## src/scftp_defines.vh

```
// constants for the serial configuration and test pattern block
`ifndef SCFTP_DEFINES_VH
`define SCFTP_DEFINES_VH
// ==========================================================
// serial frame layout
`define SCFTP_FRAME_BITS     5'h10
`define SCFTP_DIR_BIT        15
`define SCFTP_ADDR_HI        13
`define SCFTP_ADDR_LO        8
`define SCFTP_DATA_HI        7
`define SCFTP_DATA_LO        0
`define SCFTP_DATA_START     5'h08
// ==========================================================
// register offsets
`define SCFTP_ADDR_SYNC      6'h01
`define SCFTP_ADDR_SEQ01     6'h08
`define SCFTP_ADDR_SEQ67     6'h0b
`define SCFTP_ADDR_USER6_HI  6'h0c
`define SCFTP_ADDR_USER6_LO  6'h0d
`define SCFTP_ADDR_USER7_HI  6'h0e
`define SCFTP_ADDR_USER7_LO  6'h0f
`define SCFTP_ADDR_PAT_CTRL  6'h10
// ==========================================================
// fields and reset values
`define SCFTP_SYNC_PHASE_BIT 7
`define SCFTP_SYNC_DIV_BIT   6
`define SCFTP_SYNC_RESET     8'h10
`define SCFTP_SEQ_RESET      8'h48
`define SCFTP_SEQ_CODE_RESET 3'h2
`define SCFTP_PAT_EN_BIT     0
`define SCFTP_PAT_CTRL_RESET 8'h00
`endif

```

## src/scftp_clock_gen.v

```verilog
// internal clock divide and phase inversion for the sampling edge
`include "scftp_defines.vh"

module scftp_clock_gen (
  input  wire mclk,
  input  wire rst,
  input  wire div_by_two,
  input  wire invert_phase,
  output reg  int_clk,
  output reg  sample_strobe
);
  reg div_toggle;
  reg raw_clk;
  reg prev_clk;
  wire next_raw;

  // ==========================================================
  // divider: mclk edges stand in for input_sample_clock edges
  // inversion sits after the divider so the /1 clock never freezes
  assign next_raw = div_by_two ? (div_toggle ? ~raw_clk : raw_clk) : ~raw_clk;

  always @(posedge mclk) begin
    if (rst) begin
      div_toggle    <= 1'b0;
      raw_clk       <= 1'b0;
      int_clk       <= 1'b0;
      prev_clk      <= 1'b0;
      sample_strobe <= 1'b0;
    end else begin
      div_toggle    <= ~div_toggle;
      raw_clk       <= next_raw;
      int_clk       <= next_raw ^ invert_phase;
      prev_clk      <= int_clk;
      // sample on falling edge of the internal clock
      sample_strobe <= prev_clk & ~int_clk;
    end
  end
endmodule // scftp_clock_gen

```

## src/scftp_pattern_gen.v

```verilog
// fixed pattern lookup for one 3-bit code
`include "scftp_defines.vh"

module scftp_pattern_gen (
  input  wire [2:0]  code,
  input  wire [15:0] user6,
  input  wire [15:0] user7,
  output reg  [15:0] pattern
);
  // ==========================================================
  // hard-wired table, user codes last
  always @* begin
    case (code)
      3'h0: pattern = 16'h0000;
      3'h1: pattern = 16'hffff;
      3'h2: pattern = 16'haaaa;
      3'h3: pattern = 16'h8000;
      3'h4: pattern = 16'hff00;
      3'h5: pattern = 16'h00ff;
      3'h6: pattern = user6;
      3'h7: pattern = user7;
      default: pattern = 16'h0000;
    endcase
  end
endmodule // scftp_pattern_gen

```

## src/scftp_top.v

```verilog
// serial control port, register file and fixed pattern output
`include "scftp_defines.vh"

module scftp_top (
  input  wire        mclk,
  input  wire        rst,
  input  wire        serial_clk,
  input  wire        select_n,
  input  wire        serial_in,
  output reg         serial_out,
  output reg         serial_out_en,
  input  wire [15:0] conv_data,
  output reg  [7:0]  ddr_data,
  output reg         output_strobe,
  output reg         int_clk_out,
  output reg         sample_strobe_out,
  output reg  [5:0]  last_addr
);
  // ==========================================================
  // register storage, indexed by address
  reg  [7:0]  regs [0:63];
  reg         sclk_d;
  reg         csn_d;
  reg  [4:0]  bit_cnt;
  reg  [15:0] shift_in;
  reg  [7:0]  shift_out;
  reg  [2:0]  slot;
  reg         half;
  reg  [15:0] cur_word;
  wire        sclk_rise;
  wire        sclk_fall;
  wire        cs_start;
  wire        cs_end;
  wire        frame_full;
  wire        is_read;
  wire [5:0]  rd_addr;
  wire [2:0]  slot_code;
  wire [15:0] slot_pattern;
  wire        int_clk;
  wire        sample_strobe;
  wire        pat_en;
  wire [7:0]  sync_reg;
  integer     i;

  // slot n lives in register 08h + n/2, even slot at bits 4:2, odd at 7:5
  function [2:0] slot_field;
    input [2:0] idx;
    input [7:0] val;
    begin
      slot_field = idx[0] ? val[7:5] : val[4:2];
    end
  endfunction

  // reset value of each address
  function [7:0] reset_value;
    input [5:0] a;
    begin
      if (a == `SCFTP_ADDR_SYNC)
        reset_value = `SCFTP_SYNC_RESET;
      else if (a >= `SCFTP_ADDR_SEQ01 && a <= `SCFTP_ADDR_SEQ67)
        reset_value = `SCFTP_SEQ_RESET;
      else
        reset_value = 8'h00;
    end
  endfunction

  // ==========================================================
  // serial edge detection, inputs synchronous to mclk
  assign sclk_rise  = serial_clk & ~sclk_d;
  assign sclk_fall  = ~serial_clk & sclk_d;
  assign cs_start   = ~select_n & csn_d;
  assign cs_end     = select_n & ~csn_d;
  assign frame_full = (bit_cnt == `SCFTP_FRAME_BITS);
  assign is_read    = shift_in[`SCFTP_DIR_BIT];
  assign rd_addr    = shift_in[`SCFTP_ADDR_HI-8:0];

  always @(posedge mclk) begin
    if (rst) begin
      sclk_d <= 1'b0;
      csn_d  <= 1'b1;
    end else begin
      sclk_d <= serial_clk;
      csn_d  <= select_n;
    end
  end

  // ==========================================================
  // frame shifter: count rising edges while selected
  // a count capped at 16 keeps extra clocks from wrapping into a
  // second access, so no burst is possible
  always @(posedge mclk) begin
    if (rst) begin
      bit_cnt  <= 5'h00;
      shift_in <= 16'h0000;
    end else if (cs_start) begin
      bit_cnt  <= 5'h00;
      shift_in <= 16'h0000;
    end else if (!select_n && sclk_rise && !frame_full) begin
      shift_in <= {shift_in[14:0], serial_in};
      bit_cnt  <= bit_cnt + 5'h01;
    end
  end

  // ==========================================================
  // read data: load at the address boundary, shift on falling edges
  always @(posedge mclk) begin
    if (rst) begin
      shift_out     <= 8'h00;
      serial_out    <= 1'b0;
      serial_out_en <= 1'b0;
    end else if (select_n) begin
      serial_out_en <= 1'b0;
      serial_out    <= 1'b0;
    end else if (sclk_fall && bit_cnt == `SCFTP_DATA_START &&
                 shift_in[`SCFTP_DIR_BIT-8]) begin
      // address complete: first data bit is the msb
      serial_out_en <= 1'b1;
      serial_out    <= regs[rd_addr][7];
      shift_out     <= {regs[rd_addr][6:0], 1'b0};
    end else if (sclk_fall && serial_out_en && !frame_full) begin
      serial_out <= shift_out[7];
      shift_out  <= {shift_out[6:0], 1'b0};
    end else if (sclk_fall && frame_full) begin
      serial_out_en <= 1'b0;
    end
  end

  // ==========================================================
  // commit on select release; only whole frames count
  always @(posedge mclk) begin
    if (rst) begin
      for (i = 0; i < 64; i = i + 1)
        regs[i] <= reset_value(i[5:0]);
      last_addr <= 6'h00;
    end else if (cs_end && frame_full) begin
      last_addr <= shift_in[`SCFTP_ADDR_HI:`SCFTP_ADDR_LO];
      if (!is_read)
        regs[shift_in[`SCFTP_ADDR_HI:`SCFTP_ADDR_LO]] <=
          shift_in[`SCFTP_DATA_HI:`SCFTP_DATA_LO];
    end
  end

  // ==========================================================
  // clocking options from the synchronization register, pattern enable from register 10h
  assign sync_reg = regs[`SCFTP_ADDR_SYNC];
  assign pat_en   = regs[`SCFTP_ADDR_PAT_CTRL][`SCFTP_PAT_EN_BIT];

  scftp_clock_gen u_clk (
    .mclk          (mclk),
    .rst           (rst),
    .div_by_two    (sync_reg[`SCFTP_SYNC_DIV_BIT]),
    .invert_phase  (sync_reg[`SCFTP_SYNC_PHASE_BIT]),
    .int_clk       (int_clk),
    .sample_strobe (sample_strobe)
  );

  // ==========================================================
  // pattern sequencer
  assign slot_code = slot_field(slot, regs[`SCFTP_ADDR_SEQ01 + {4'h0, slot[2:1]}]);

  scftp_pattern_gen u_pat (
    .code    (slot_code),
    .user6   ({regs[`SCFTP_ADDR_USER6_HI], regs[`SCFTP_ADDR_USER6_LO]}),
    .user7   ({regs[`SCFTP_ADDR_USER7_HI], regs[`SCFTP_ADDR_USER7_LO]}),
    .pattern (slot_pattern)
  );

  // one word per two mclk cycles: rising half carries even bits,
  // falling half odd bits; strobe high marks the rising half
  always @(posedge mclk) begin
    if (rst) begin
      slot              <= 3'h0;
      half              <= 1'b0;
      cur_word          <= 16'h0000;
      ddr_data          <= 8'h00;
      output_strobe     <= 1'b0;
      int_clk_out       <= 1'b0;
      sample_strobe_out <= 1'b0;
    end else begin
      int_clk_out       <= int_clk;
      sample_strobe_out <= sample_strobe;
      half              <= ~half;
      if (!half) begin
        // fetch next word and present even bits with the rising edge
        cur_word      <= pat_en ? slot_pattern : conv_data;
        ddr_data      <= pat_en ?
          {slot_pattern[14], slot_pattern[12], slot_pattern[10], slot_pattern[8],
           slot_pattern[6], slot_pattern[4], slot_pattern[2], slot_pattern[0]} :
          {conv_data[14], conv_data[12], conv_data[10], conv_data[8],
           conv_data[6], conv_data[4], conv_data[2], conv_data[0]};
        output_strobe <= 1'b1;
        slot          <= pat_en ? slot + 3'h1 : 3'h0;
      end else begin
        ddr_data      <= {cur_word[15], cur_word[13], cur_word[11], cur_word[9],
                          cur_word[7], cur_word[5], cur_word[3], cur_word[1]};
        output_strobe <= 1'b0;
      end
    end
  end
endmodule // scftp_top

```

## config.mk

```make
export PLATFORM = sky130hd
export DESIGN_NAME = scftp_top
export DESIGN_NICKNAME = d
export VERILOG_FILES = /design/src/scftp_clock_gen.v /design/src/scftp_pattern_gen.v /design/src/scftp_top.v
export VERILOG_INCLUDE_DIRS = /design/src
export SDC_FILE = /design/constraint.sdc
export NUM_CORES = 1
export LEC_CHECK = 0
export BUFFER_PORTS_ARGS = -buffer_cell sky130_fd_sc_hd__buf_4
export CORE_MARGIN = 3
export CORE_UTILIZATION = 45
export DETAILED_ROUTE_END_ITERATION = 7
export PLACE_DENSITY = 0.57
export SYNTH_ARGS = -nofsm -noshare
export SYNTH_HDL_FRONTEND = slang
export SYNTH_SLANG_ARGS = --single-unit
export TNS_END_PERCENT = 20
```

## constraint.sdc

```tcl
create_clock -name mclk -period 3.2 [get_ports mclk]
set_input_delay 0.48 -clock mclk [delete_from_list [all_inputs] [get_ports mclk]]
set_output_delay 0.48 -clock mclk [all_outputs]
set_load 0.03 [all_outputs]
```

==> flow_metrics.tcl <==
set metrics [dict create \
    synth_top_family_by_area "simple AND/OR/NAND/NOR gates" \
    synth_edf_count 512 \
    r2r-end "regs[31][4]" \
    grt.overflow.total 0 \
    min_from "serial_in" \
    viasPerCell 5.708 \
    hold_depth 3 \
    outcome "completed" \
    clock-sinks 582 \
    postCtsSetupRepairBufs 0 \
    core.rowCount 89 \
    htree_levels 3 \
    yosys-mux-area-fraction_pct 11.81 \
    power.density_nw_per_um2 554.0 \
    path_clk_slew_ps 60 \
    critPathRequiredTime_ps 3480 \
    fin_setup_tns_ps 0 \
    path_class "reg2reg" \
    max-slew-margin-rel_pct 29.75 \
    p_leak_nw 10.67 \
    ys.flop_type "edfxtp_1" \
    first_iter_violations 1391 \
    cts_hold_buf 0 \
    ios 40 \
    io_buffers 39 \
    fp.dieH_um 251.3 \
    ant_nets 0 \
    hpwl_um 49290 \
    coreArea_um2 59240 \
    hold_violations 0 \
    clockBufferDepth 3 \
    grt_setup_unrepaired "no" \
    post_cts_resized 0 \
    rr_worst_depth 7 \
    r2r-start "bit_cnt[0]" \
    clk_latency_ps 600 \
    antenna_found_initial 2 \
    maxSlewViolCount 0 \
    vias 16330 \
    end_kind "flop" \
    wirelength_um 74880 \
    cts_tree "done" \
    firstDrtPassIters 5 \
    min_path_type "in2reg" \
    grt_pass1_wl_um 110300 \
    r2r_slack_ps 250 \
    synth_xor_area_share_pct 0.1941 \
    synth_fa_ha_area_share_pct 0.1386 \
    root_buffer "clkbuf_16" \
    initial_utilization_pct 45.71 \
    drc 0 \
    worst_pin_slew_ps 1054 \
    grt_usage_pct 23.90 \
    grt_start_max_net_pins 86 \
    post-route-min-period_ps 2954 \
    die_w_um 251.3 \
    fin_crit_sh_pct 92.32 \
    ys_async_sr_fraction_pct 0 \
    num_antenna_cells 0 \
    drive_gt1_share_pct 21.12 \
    fin_skew_ps 27.15 \
    worstPathArrival_ps 3230 \
    synth_fp_nets 1987 \
    worstPathMaxFanout 9 \
    cts_made_buffers 67 \
    pre_cts_slack_ps 321.3 \
    avgSynthCellArea_um2 13.80 \
    netlist_instances 1963 \
    ys_types 67 \
    syn-cell-area_um2 27080 \
    area_delta_synth_final_pct 13.70 \
    gp_congestion 0.9106 \
    setup_ws_ps 245.6 \
    start_kind "flop" \
    die-area_um2 63160 \
    synth_seq_cells 582 \
    setup_violations 0 \
    ys_warn_count 0 \
    ir_drop_mv 0.3147 \
    routedWlPerCell_um 26.17 \
    yosysSeqAreaShare_pct 61.95 \
    synth_compound_area_share_pct 4.902 \
    synth-simple-area-share_pct 18.20 \
    nets 2062 \
    max_freq_mhz 338.5 \
    grt_pass1_vias 16140 \
    drv_cap 0 \
]
-- Yosys cell counts, types with 9 or more instances --
cell       instances  area share [%]
a211oi_1           9            0.25
mux4_2           103             8.6
or2_2             70             1.6
nor2_1            98             1.4
a22oi_1           57             1.6
dfxtp_1           70             5.2
nand4_1            9            0.21
inv_1             14            0.19
a21o_1             9            0.25
or3_1             11            0.25
nand2_1           92             1.3
o21ai_0           19            0.35
buf_2             24            0.44
a21oi_1           34            0.63
and2_1           507              12
clkbuf_1          93             1.3
buf_4             10            0.28
mux4_1            16             1.6
a221oi_1          11            0.36
a2111oi_0         12            0.39
nor2b_1           17            0.39
edfxtp_1         512              57
nand3_1           16            0.30
mux2i_1           41             1.5
-- worst max-delay path, stage by stage, from the launching register on --
cell and delay (ps):
dfxtp_1 340, inv_1 70, ha_1 160, nand4bb_1 190, nor4_2 420, nand2_1 590
nor2_1 540, or2_2 310
-- metal layers --
metal / global-route usage (%) / up-vias / part of all wire (%)
li1: - / 7323 / -
met1: 33.33 / 8278 / 43
met2: 37.69 / 588 / 46
met3: 4.449 / 139 / 6.7
met4: 8.918 / 2 / 3.4
met5: 0 / - / 0.017
-- metrics by stage --
step / cells / hold WS, ps / util (%) / cell area (um^2) / power (mW)
global placement: 2742 / 389.2 / 48.28 / 28600 / 9.495
finish: 2861 / 168.5 / 51.97 / 30790 / 17.06
detailed placement: 2742 / 399.9 / 48.28 / 28600 / 9.508
CTS: 2861 / 141.6 / 51.97 / 30790 / 17.19
global route: 2861 / 178.6 / 51.97 / 30790 / 17.54
floorplan: 1963 / 377.6 / - / 27080 / 9.218
-- how the worst max path moves through the flow --
stage               slack (ps)  cells past startpoint       start          end
detailed placement         320                      7  bit_cnt[0]  regs[31][4]
floorplan                 1010                      9  bit_cnt[0]  regs[57][0]
CTS                        280                      7  bit_cnt[0]  regs[31][4]
global placement           480                      7  bit_cnt[0]  regs[39][1]
finish                     250                      7  bit_cnt[0]  regs[31][4]
global route               110                      7  bit_cnt[0]  regs[15][5]
-- area by class of cell --
cell class / count / area [um^2]
Fill cell: 4960 / 28450
Sequential cell: 582 / 16810
Multi-Input combinational cell: 1220 / 9545
Clock buffer: 91 / 1849
Timing Repair Buffer: 151 / 1221
Tap cell: 773 / 967.2
Clock inverter: 28 / 337.8
Inverter: 16 / 60.06
-- flip-flops by register name, indices dropped and copies added (netlist names), named ones only --
signal	cells
shift_out	7
slot	3
sclk_d	1
regs	512
u_clk.raw_clk	1
half	1
last_addr	6
bit_cnt	5
u_clk.div_toggle	1
csn_d	1
u_clk.prev_clk	1
shift_in	16
u_clk.sample_strobe	1
serial_out_en	1
sample_strobe_out	1
ddr_data	8
u_clk.int_clk	1
cur_word	8
serial_out	1
-- cell usage in the layout (no fill, tap or decap), drive strengths merged, types with 19 or more instances in the layout --
cell / count
nor2: 98
mux2i: 43
nand2: 92
buf: 151
a22oi: 57
inv: 19
dfxtp: 70
edfxtp: 512
and2: 507
o21ai: 20
a21oi: 35
or2: 72
mux4: 119
clkbuf: 91
-- logic make-up (layout without fill, tap and decap cells) --
| kind of cell | after synthesis | in the layout |
|---|---|---|
| and+or+nand+nor | 859 | 859 |
| buffers and inverters | 161 | 286 |
| AOI/OAI and AO/OA | 189 | 189 |
| xor gates and xnor gates | 6 | 6 |
| DFF | 582 | 582 |
| muxes | 163 | 163 |
| adders and majority gates | 3 | 3 |
-- where the power goes --
group          internal, mW  switching [mW]  total [mW]
combinational         0.257           0.376       0.633
clock                  4.63            3.08        7.71
sequential             8.56           0.160        8.72
(Power assumes the default switching activity.)
